==> src/pbc_pkg.sv <==
// Package: constants and types of the PHY basic control and status bank
package pbc_pkg;
    // ****************************************************************
    // Clock and register map
    // ****************************************************************
    localparam int         PBC_CLK_MHZ   = 40;
    localparam logic [4:0] PBC_REG_CTRL  = 5'h00;
    localparam logic [4:0] PBC_REG_STAT  = 5'h01;
    localparam logic [4:0] PBC_PHY_ADDR  = 5'h01;
    localparam logic [4:0] PBC_REG_LAST  = 5'h12;
    localparam logic [4:0] PBC_RSV_FIRST = 5'h07;
    localparam logic [4:0] PBC_RSV_LAST  = 5'h0f;
    // ****************************************************************
    // Control bit positions and reset values
    // ****************************************************************
    localparam int PBC_C_RST  = 15;
    localparam int PBC_C_LOOP = 14;
    localparam int PBC_C_SPD  = 13;
    localparam int PBC_C_ANEN = 12;
    localparam int PBC_C_PDN  = 11;
    localparam int PBC_C_ISO  = 10;
    localparam int PBC_C_ANRS = 9;
    localparam int PBC_C_DPX  = 8;
    localparam int PBC_C_COLT = 7;
    localparam logic       PBC_SPD_RST  = 1'b1;
    localparam logic       PBC_ANEN_RST = 1'b1;
    localparam logic       PBC_DPX_RST  = 1'b1;
    localparam logic [6:0] PBC_CTRL_RSV = 7'h00;
    // ****************************************************************
    // Status fields
    // ****************************************************************
    localparam logic [4:0] PBC_STAT_ABIL = 5'h0f;
    localparam logic [3:0] PBC_STAT_RSV  = 4'h0;
    localparam logic       PBC_STAT_NOPRE = 1'b0;
    localparam logic       PBC_STAT_ANAB = 1'b1;
    localparam logic       PBC_STAT_EXT  = 1'b1;
    // ****************************************************************
    // Management frame
    // ****************************************************************
    localparam int         PBC_PRE_BITS  = 32;
    localparam int         PBC_HDR_BITS  = 14;
    localparam int         PBC_DATA_BITS = 16;
    localparam logic [1:0] PBC_ST        = 2'b01;
    localparam logic [1:0] PBC_OP_RD     = 2'b10;
    localparam logic [1:0] PBC_OP_WR     = 2'b01;
    typedef enum logic [1:0] {
        PBC_MS_PRE  = 2'b00,
        PBC_MS_HDR  = 2'b01,
        PBC_MS_TA   = 2'b10,
        PBC_MS_DATA = 2'b11
    } pbc_mdio_st_t;
    // ****************************************************************
    // Timing
    // ****************************************************************
    localparam int PBC_SRST_NS       = 500;
    localparam int PBC_SRST_CYC      = (PBC_SRST_NS * PBC_CLK_MHZ + 999) / 1000;
    localparam int PBC_LOOP_DEAD_MS  = 720;
    localparam int PBC_LOOP_DEAD_CYC = PBC_LOOP_DEAD_MS * PBC_CLK_MHZ * 1000;
endpackage

==> src/pbc_mdio.sv <==
// Serial management frame engine: preamble, header, turnaround and data
`timescale 1ns/1ps
module pbc_mdio
    import pbc_pkg::*;
(
    input  logic        clk,       // System clock
    input  logic        rst,       // Synchronous reset, active high
    input  logic        mdc_rise,  // Management clock rising edge seen
    input  logic        mdc_fall,  // Management clock falling edge seen
    input  logic        mdio_in,   // Synchronised management data
    input  logic [15:0] rd_data,   // Register read data
    output logic        rd_req,    // One-cycle read request
    output logic        wr_req,    // One-cycle write request
    output logic [4:0]  addr,      // Register address of request
    output logic [15:0] wr_data,   // Write data
    output logic        mdio_out,  // Data driven on the pin
    output logic        mdio_oe    // High while driving the pin
);
    typedef struct packed {
        pbc_mdio_st_t st;
        logic [5:0]   cnt;
        logic [15:0]  sh;
        logic [1:0]   op;
        logic [4:0]   addr;
        logic         rd_req;
        logic         wr_req;
        logic         out;
        logic         oe;
    } pbc_mdio_t;

    pbc_mdio_t r_reg;
    pbc_mdio_t r_next;
    logic [13:0] hdr;

    always_comb begin
        r_next = r_reg;
        r_next.rd_req = 1'b0;
        r_next.wr_req = 1'b0;
        hdr = {r_reg.sh[12:0], mdio_in};
        case (r_reg.st)
            PBC_MS_PRE: begin
                // Preamble is mandatory: a frame starts only after 32 ones
                if (mdc_rise) begin
                    if (mdio_in) begin
                        if (r_reg.cnt < 6'(PBC_PRE_BITS)) begin
                            r_next.cnt = r_reg.cnt + 6'd1;
                        end
                    end else if (r_reg.cnt == 6'(PBC_PRE_BITS)) begin
                        r_next.st = PBC_MS_HDR;
                        r_next.cnt = 6'd1;
                        r_next.sh = 16'h0000;
                    end else begin
                        r_next.cnt = 6'd0;
                    end
                end
            end
            PBC_MS_HDR: begin
                if (mdc_rise) begin
                    r_next.sh = {r_reg.sh[14:0], mdio_in};
                    r_next.cnt = r_reg.cnt + 6'd1;
                    if (r_reg.cnt == 6'(PBC_HDR_BITS - 1)) begin
                        r_next.cnt = 6'd0;
                        r_next.op = hdr[11:10];
                        r_next.addr = hdr[4:0];
                        if (hdr[13:12] == PBC_ST && hdr[9:5] == PBC_PHY_ADDR &&
                            (hdr[11:10] == PBC_OP_RD || hdr[11:10] == PBC_OP_WR)) begin
                            r_next.st = PBC_MS_TA;
                            r_next.rd_req = (hdr[11:10] == PBC_OP_RD);
                        end else begin
                            r_next.st = PBC_MS_PRE;
                        end
                    end
                end
            end
            PBC_MS_TA: begin
                // Read: release for one bit, then drive zero
                if (r_reg.op == PBC_OP_RD ? mdc_fall : mdc_rise) begin
                    if (r_reg.cnt == 6'd0) begin
                        r_next.cnt = 6'd1;
                    end else begin
                        r_next.st = PBC_MS_DATA;
                        r_next.cnt = 6'd0;
                        if (r_reg.op == PBC_OP_RD) begin
                            r_next.oe = 1'b1;
                            r_next.out = 1'b0;
                            r_next.sh = rd_data;
                        end
                    end
                end
            end
            PBC_MS_DATA: begin
                if (r_reg.op == PBC_OP_RD && mdc_fall) begin
                    if (r_reg.cnt == 6'(PBC_DATA_BITS)) begin
                        r_next.oe = 1'b0;
                        r_next.st = PBC_MS_PRE;
                        r_next.cnt = 6'd0;
                    end else begin
                        r_next.out = r_reg.sh[15];
                        r_next.sh = {r_reg.sh[14:0], 1'b0};
                        r_next.cnt = r_reg.cnt + 6'd1;
                    end
                end else if (r_reg.op == PBC_OP_WR && mdc_rise) begin
                    r_next.sh = {r_reg.sh[14:0], mdio_in};
                    r_next.cnt = r_reg.cnt + 6'd1;
                    if (r_reg.cnt == 6'(PBC_DATA_BITS - 1)) begin
                        r_next.wr_req = 1'b1;
                        r_next.st = PBC_MS_PRE;
                        r_next.cnt = 6'd0;
                    end
                end
            end
            default: begin
                r_next.st = PBC_MS_PRE;
            end
        endcase
    end

    always_ff @(posedge clk) begin
        if (rst) begin
            r_reg <= '0;
        end else begin
            r_reg <= r_next;
        end
    end

    assign rd_req = r_reg.rd_req;
    assign wr_req = r_reg.wr_req;
    assign addr = r_reg.addr;
    assign wr_data = r_reg.sh;
    assign mdio_out = r_reg.out;
    assign mdio_oe = r_reg.oe;
endmodule

==> src/pbc_phy_regs.sv <==
// PHY basic control and status registers behind the management link
// How it works
// Writing control bit 15 resets all PHY registers; reads one until done.
// Control bit 14 loops back; at 100 Mbps a 720 ms dead time follows.
// Bit 13 selects 100 Mbps, resets one; reads negotiated speed under negotiation.
// Bit 12 enables negotiation, resets one; clear lets bits 13 and 8 rule.
// Bit 11 powers down everything but the oscillator; resets zero.
// Bit 10 isolates the PHY from its MII data interface.
// Bit 9 restarts negotiation, self-clears once started; inert when negotiation off.
// Bit 8 selects full duplex, resets one; writable only without negotiation.
// Bit 7 makes COL follow TX_EN for collision testing.
// Reserved control and status bits read zero; the host writes them zero.
// Ability bits are constants: T4 zero, all others one.
// Status bit 6 reads zero; frames without preamble are refused.
// Remote fault latches high until a status read or a reset.
// Link status latches low on failure until a status read.
// Jabber latches high, only at 10 Mbps, until a status read or reset.
// Addresses 0-6 and 16-18 are defined; others read zero, writes ignored. Only 0 and 1 are decoded; the rest read zero.
// The host bit-bangs clock and data; the device samples on clock edges.
// A partner remote-fault indication drives the latched remote fault.
// A status read returns the latch, then re-arms it to the live condition.
`timescale 1ns/1ps
module pbc_phy_regs
    import pbc_pkg::*;
#(
    parameter int unsigned LOOP_DEAD_CYCLES = pbc_pkg::PBC_LOOP_DEAD_CYC
) (
    input  logic SYS_CLK,         // System clock, 40 MHz
    input  logic SYS_RST,         // Chip reset, synchronous, active high
    input  logic MDC,             // Management clock pin
    input  logic MDIO_IN,         // Management data pin, input side
    output logic MDIO_OUT,        // Management data pin, output side
    output logic MDIO_OE,         // Management data pin enable
    input  logic TX_EN,           // Transmit enable from the MAC
    input  logic COL_LINE,        // Collision seen on the line
    output logic COL,             // Collision to the MAC
    input  logic LINK_OK,         // Live link condition
    input  logic JABBER,          // Live jabber condition
    input  logic PARTNER_FAULT,   // Partner remote-fault flag received
    input  logic AN_COMPLETE,     // Negotiation complete
    input  logic AN_SPEED_100,    // Negotiated speed is 100 Mbps
    input  logic AN_FULL_DUPLEX,  // Negotiated full duplex
    input  logic AN_STARTED,      // Negotiation engine has started
    output logic AN_RESTART,      // Negotiation restart request
    output logic AN_ENABLE,       // Negotiation enabled
    output logic SOFT_RESET,      // Software reset in progress
    output logic LOOPBACK,        // Internal loopback
    output logic SPEED_100,       // Effective speed is 100 Mbps
    output logic FULL_DUPLEX,     // Effective duplex is full
    output logic POWER_DOWN,      // Power down request
    output logic ISOLATE,         // MII isolate request
    output logic LOOP_DEAD        // Receive data not yet valid after loopback
);
    typedef struct packed {
        logic        loop;
        logic        spd;
        logic        an_en;
        logic        pdn;
        logic        iso;
        logic        dpx;
        logic        colt;
        logic        restart;
        logic        srst;
        logic [7:0]  srst_cnt;
        logic        fault;
        logic        link;
        logic        jab;
        logic [15:0] rd_data;
        logic        col;
        logic        spd_o;
        logic        dpx_o;
        logic        dead;
        logic [31:0] dead_cnt;
        logic        mdc_d;
    } pbc_top_t;

    localparam pbc_top_t RST_S = '{spd: PBC_SPD_RST, an_en: PBC_ANEN_RST,
                                   dpx: PBC_DPX_RST, spd_o: PBC_SPD_RST,
                                   dpx_o: PBC_DPX_RST, default: '0};

    pbc_top_t    r_reg;
    pbc_top_t    r_next;
    logic [1:0]  pin_s;
    logic        rd_req;
    logic        wr_req;
    logic [4:0]  addr;
    logic [15:0] wr_data;
    logic        spd_now;
    logic        dpx_now;
    logic        rd_stat;
    logic        wr_ctrl;
    logic        jab_ev;
    logic [15:0] ctrl_rd;
    logic [15:0] stat_rd;

    // ****************************************************************
    // Pin sampling and frame engine
    // ****************************************************************
    pbc_sync2 #(
        .WIDTH (2)
    ) u_sync (
        .clk (SYS_CLK),
        .rst (SYS_RST),
        .d   ({MDC, MDIO_IN}),
        .q   (pin_s)
    );

    pbc_mdio u_mdio (
        .clk      (SYS_CLK),
        .rst      (SYS_RST),
        .mdc_rise (pin_s[1] & ~r_reg.mdc_d),
        .mdc_fall (~pin_s[1] & r_reg.mdc_d),
        .mdio_in  (pin_s[0]),
        .rd_data  (r_reg.rd_data),
        .rd_req   (rd_req),
        .wr_req   (wr_req),
        .addr     (addr),
        .wr_data  (wr_data),
        .mdio_out (MDIO_OUT),
        .mdio_oe  (MDIO_OE)
    );

    // ****************************************************************
    // Register behaviour
    // ****************************************************************
    always_comb begin
        r_next = r_reg;
        r_next.mdc_d = pin_s[1];
        spd_now = r_reg.an_en ? AN_SPEED_100 : r_reg.spd;
        dpx_now = r_reg.an_en ? AN_FULL_DUPLEX : r_reg.dpx;
        ctrl_rd = {r_reg.srst, r_reg.loop, spd_now, r_reg.an_en, r_reg.pdn, r_reg.iso,
                   r_reg.restart, dpx_now, r_reg.colt, PBC_CTRL_RSV};
        stat_rd = {PBC_STAT_ABIL, PBC_STAT_RSV, PBC_STAT_NOPRE, AN_COMPLETE, r_reg.fault,
                   PBC_STAT_ANAB, r_reg.link, r_reg.jab, PBC_STAT_EXT};
        rd_stat = rd_req && addr == PBC_REG_STAT;
        wr_ctrl = wr_req && addr == PBC_REG_CTRL && !r_reg.srst;
        jab_ev = JABBER & ~spd_now;

        // Latches: a read hands out the held value and re-arms to live
        r_next.fault = rd_stat ? PARTNER_FAULT : (r_reg.fault | PARTNER_FAULT);
        r_next.link = rd_stat ? LINK_OK : (r_reg.link & LINK_OK);
        r_next.jab = rd_stat ? jab_ev : (r_reg.jab | jab_ev);

        // Restart is dropped by the engine starting, by negotiation turning off or by a soft reset, never by a host write of zero
        r_next.restart = r_reg.restart & ~AN_STARTED & r_reg.an_en;

        if (wr_ctrl) begin
            r_next.loop = wr_data[PBC_C_LOOP];
            r_next.an_en = wr_data[PBC_C_ANEN];
            r_next.pdn = wr_data[PBC_C_PDN];
            r_next.iso = wr_data[PBC_C_ISO];
            r_next.colt = wr_data[PBC_C_COLT];
            if (!r_reg.an_en) begin
                r_next.spd = wr_data[PBC_C_SPD];
                r_next.dpx = wr_data[PBC_C_DPX];
            end
            if (wr_data[PBC_C_ANRS] && r_reg.an_en && wr_data[PBC_C_ANEN]) begin
                r_next.restart = 1'b1;
            end
            if (wr_data[PBC_C_RST]) begin
                r_next.srst = 1'b1;
                r_next.srst_cnt = 8'(PBC_SRST_CYC);
            end
        end

        // Loopback at 100 Mbps costs descrambler lock for the dead time
        if (!r_reg.loop) begin
            r_next.dead = 1'b0;
            r_next.dead_cnt = 32'h0000_0000;
        end else if (r_next.loop && !r_reg.loop && spd_now) begin
            r_next.dead = 1'b1;
        end
        if (wr_ctrl && wr_data[PBC_C_LOOP] && !r_reg.loop && spd_now) begin
            r_next.dead = 1'b1;
            r_next.dead_cnt = 32'(LOOP_DEAD_CYCLES);
        end else if (r_reg.loop && r_reg.dead_cnt != 32'h0000_0000) begin
            r_next.dead_cnt = r_reg.dead_cnt - 32'h0000_0001;
            r_next.dead = (r_reg.dead_cnt != 32'h0000_0001);
        end

        // Isolated or powered-down PHY gives the MAC no collision
        r_next.col = ~r_reg.iso & ~r_reg.pdn & (COL_LINE | (r_reg.colt & TX_EN));
        r_next.spd_o = spd_now;
        r_next.dpx_o = dpx_now;

        // Whole bank held at defaults while the software reset runs
        if (r_reg.srst) begin
            r_next = RST_S;
            r_next.mdc_d = pin_s[1];
            r_next.srst = (r_reg.srst_cnt != 8'h01);
            r_next.srst_cnt = r_reg.srst_cnt - 8'h01;
            r_next.rd_data = r_reg.rd_data;
        end

        if (rd_req) begin
            case (addr)
                PBC_REG_CTRL: r_next.rd_data = ctrl_rd;
                PBC_REG_STAT: r_next.rd_data = stat_rd;
                default: r_next.rd_data = 16'h0000;
            endcase
        end
    end

    always_ff @(posedge SYS_CLK) begin
        if (SYS_RST) begin
            r_reg <= RST_S;
        end else begin
            r_reg <= r_next;
        end
    end

    assign COL = r_reg.col;
    assign AN_RESTART = r_reg.restart;
    assign AN_ENABLE = r_reg.an_en;
    assign SOFT_RESET = r_reg.srst;
    assign LOOPBACK = r_reg.loop;
    assign SPEED_100 = r_reg.spd_o;
    assign FULL_DUPLEX = r_reg.dpx_o;
    assign POWER_DOWN = r_reg.pdn;
    assign ISOLATE = r_reg.iso;
    assign LOOP_DEAD = r_reg.dead;
endmodule

==> src/pbc_sync2.sv <==
// Two flip-flop synchroniser for pin inputs
`timescale 1ns/1ps
module pbc_sync2 #(
    parameter int WIDTH = 2
) (
    input  logic             clk,   // System clock
    input  logic             rst,   // Synchronous reset, active high
    input  logic [WIDTH-1:0] d,     // Asynchronous inputs
    output logic [WIDTH-1:0] q      // Synchronised outputs
);
    typedef struct packed {
        logic [WIDTH-1:0] s1;
        logic [WIDTH-1:0] s2;
    } pbc_sync_t;

    pbc_sync_t r_reg;
    pbc_sync_t r_next;

    // First stage feeds only the second stage
    always_comb begin
        r_next.s1 = d;
        r_next.s2 = r_reg.s1;
    end

    always_ff @(posedge clk) begin
        if (rst) begin
            r_reg <= '0;
        end else begin
            r_reg <= r_next;
        end
    end

    assign q = r_reg.s2;
endmodule
==> config.mk <==
export PLATFORM = sky130hd
export DESIGN_NAME = pbc_phy_regs
export DESIGN_NICKNAME = d
export VERILOG_FILES = /design/src/pbc_pkg.sv /design/src/pbc_mdio.sv /design/src/pbc_phy_regs.sv /design/src/pbc_sync2.sv
export SDC_FILE = /design/constraint.sdc
export NUM_CORES = 1
export LEC_CHECK = 0
export ABC_AREA = 1
export BUFFER_PORTS_ARGS = -buffer_cell sky130_fd_sc_hd__buf_2
export CAP_MARGIN = 20
export CORE_ASPECT_RATIO = 0.5
export CORE_UTILIZATION = 55
export CTS_CLUSTER_DIAMETER = 100
export DETAILED_ROUTE_END_ITERATION = 16
export PLACE_DENSITY_LB_ADDON = 0.08
export SETUP_SLACK_MARGIN = 0.5
export SYNTH_ARGS = -nofsm -noshare
export SYNTH_HDL_FRONTEND = slang
export SYNTH_SLANG_ARGS = --single-unit
==> constraint.sdc <==
create_clock -name SYS_CLK -period 1.5 [get_ports SYS_CLK]
set_input_delay 0.375 -clock SYS_CLK [delete_from_list [all_inputs] [get_ports SYS_CLK]]
set_output_delay 0.375 -clock SYS_CLK [all_outputs]
set_load 0.005 [all_outputs]
==> out/qor.csv <==
metric,value,unit
DP Area,6830,sq um
clk slew on worst S/H paths,0.08,ns
final instance area,8730,sq um
Post-synth EDFFs,0,
Leakage,3.85,nW
vias in the first global route,5907,
Ys Warns,0,
WL final,23400,microns
Seq pwr share,51.2,%
Mapped Area,5450,sq um
startpoint types,flip-flop,
failing checks,negative setup slack,
area delta synth->final,60.1,%
CTS sink cnt,110,
Initial Util,57.1,%
Power Density,658,nW/um^2
Area contributors post-synth,"dfxtp_1 (40%), nand2_1 (14%), nor2_1 (9.6%)",
Root Buffer,clkbuf_16,
Worst EP arrival,2.11,ns
die height,72.4,microns
num rows,25,
first-pass GRT wire length,27500,microns
"Clk Latency, worst-skew pair",0.36,ns
kind of critical path,flip-flop to flip-flop,
"commonest non-fill, non-tap cell in the layout",nand2_1,
Setup WS post-layout,-0.351,ns
Yosys top cell area share,40.4,%
TritonCTS Buffers,9,
combinational share of power,4.5,%
Least-Margin Pin Slew,0.410,ns
crit-path cells,nor2_1 -> nand3_1 -> nand3b_1 -> nor2_4 -> nor2_4 -> nand2_2 -> nand3_2 -> nand2_1 -> inv_1,
status,"finished, violations left",
pre-CTS setup slack,-0.111,ns
Critical-path top delay cell,dfxtp_1,
routed vias,6984,
DR pass1 iterations,6,
I/O Pins,25,
critical path's most frequent cell,nor2_4,
CTS tree,built,
RSZ-0062 raised after global routing,yes,
Max VDD drop,642,uV
Worst Skew,0.00877,ns
WP data required,1.76,ns
NumNets Final,1020,
Synth Instances,800,
most frequent cells in the layout,"nand2_1 (150), buf_4 (138), nor2_1 (95), dfxtp_1 (72), inv_1 (63)",
Net Sw Frac,24.3,%
WL/cell,20.6,microns
Clk pwr share,44.3,%
number of remaining DRC errors,0,
Synth cell types,42,
Critical Path Max Stage Delay,0.33,ns
share of cells above drive strength 1,49.8,%
Die ar.,10300,sq um
Crit. End Element,flip-flop,
sequential area share after synthesis,40.4,%
grt ovf,0,
Final Core Density,91.5,%
hpwl dp,10200,microns
Final period util,123,%
H-tree depth,3,
ys async rst share,0,%
crit path launch,r_reg[25]$_SDFFE_PP0P_,
Tot GR Track Use,34.0,%
net switching power,1.40,mW
Final min period,1.85,ns
max reg flops,60,
"critical path fanouts, max",8,
final antenna-violating net count,0,
internal power,4.35,mW
Final Hold Viols,0,
largest net degree at the start of global routing,37,
Via density,6.13,
initial antenna violation count,1,
net count after synthesis,821,
core area,9540,sq um
Die Wd,143,microns
FF-to-FF path depth,9,
Worst Hold Launch,MDC,
relative slew slack,72.4,%
WHS,0.208,ns
hold bufs inserted after CTS,0,
DR iter-0 viols,841,
leading area contributor after synthesis,dfxtp_1,
setup violators final,66,
IO buf count,24,
WHS Path Cells,3,
MaxCap Viol Count,0,
Synth Area per Inst,6.81,sq um
synthesis-stage register bit count,110,
Tightest Hold Check Type,primary input to flip-flop,
clk buf depth,2,
GP Congestion,0.944,
Main synth FF type,dfxtp_1,
Fmax,0.540,GHz
launch point of the worst reg-to-reg path,r_reg[25]$_SDFFE_PP0P_,
# diodes,0,
"Slew Viols, Final",0,
kinds of logic after synthesis:
family | count (synthesis) | synth area share (%)
xor gates and xnor gates | 16 | 2.57
buffers and inverters | 105 | 8.15
DFF | 110 | 40.4
AOI/OAI and AO/OA | 113 | 11.4
adders and majority gates | 8 | 1.84
and+or+nand+nor | 448 | 35.6
worst max-delay path: cells and delay by family, from the launching register on:
family / cells / cell delay (ns)
buffers and inverters: 1 / 0.05
and+or+nand+nor: 8 / 1.37
DFF: 1 / 0.33
final timing paths:
kind,end,slack (ns)
worst max-delay path,LOOP_DEAD$_SDFFE_PP0P_,-0.35
worst min-delay path,u_sync.r_next[1]$_SDFF_PP0_,0.21
worst max register to register,LOOP_DEAD$_SDFFE_PP0P_,-0.35
worst min register to register,u_sync.q[0]$_SDFF_PP0_,0.42
cells in the mapped netlist (all sizes together), types with 8 or more instances:
| library cell | number |
|---|---|
| o21ai | 39 |
| xor2 | 11 |
| nor3 | 19 |
| ha | 8 |
| dfxtp | 110 |
| nor2 | 153 |
| a21oi | 54 |
| buf | 9 |
| nand3 | 43 |
| inv | 85 |
| clkbuf | 10 |
| nand4 | 11 |
| nand2 | 203 |
per-stage QoR:
step / setup TNS (ns) / power [mW] / instances
finish: -13.18 / 5.74 / 1139
CTS: -1.71 / 5.65 / 1102
detailed placement: -2.83 / 3.19 / 1047
global route: -18.85 / 5.86 / 1139
floorplan: -0.271 / 3.12 / 800
global placement: -1.34 / 3.18 / 1047
routing by layer:
layer  track usage, %  share of wire (%)
met1             39.5                 35
met2             61.7                 47
met3             6.67                 10
met4             15.5                8.2
met5                0              0.055
power by group through the flow:
stage / Clock, mW / Combinational (mW) / Sequential (mW)
floorplan: 0 / 0.104 / 3.01
global placement: 0 / 0.172 / 3.01
detailed placement: 0 / 0.176 / 3.01
CTS: 2.51 / 0.201 / 2.94
global route: 2.65 / 0.273 / 2.94
finish: 2.55 / 0.257 / 2.94
repair_timing:
| item | 4_1_cts | 5_1_grt |
|---|---|---|
| setup buffers | 38 | 34 |
| setup endpoints to repair | 114 | 117 |
| pin swaps | 49 | 67 |
| cloned | 1 | 3 |
| resized for setup | 139 | 136 |
cell type report:
cell class	count	area, sq um
clock inverter	7	78.8
tap	135	169
clock buffer	9	225
timing repair buffer	206	1740
sequential	110	2260
fill	350	812
multi-input combinational	586	3910
inverter	86	349
No activity file was read; power rests on OpenSTA's default activity.
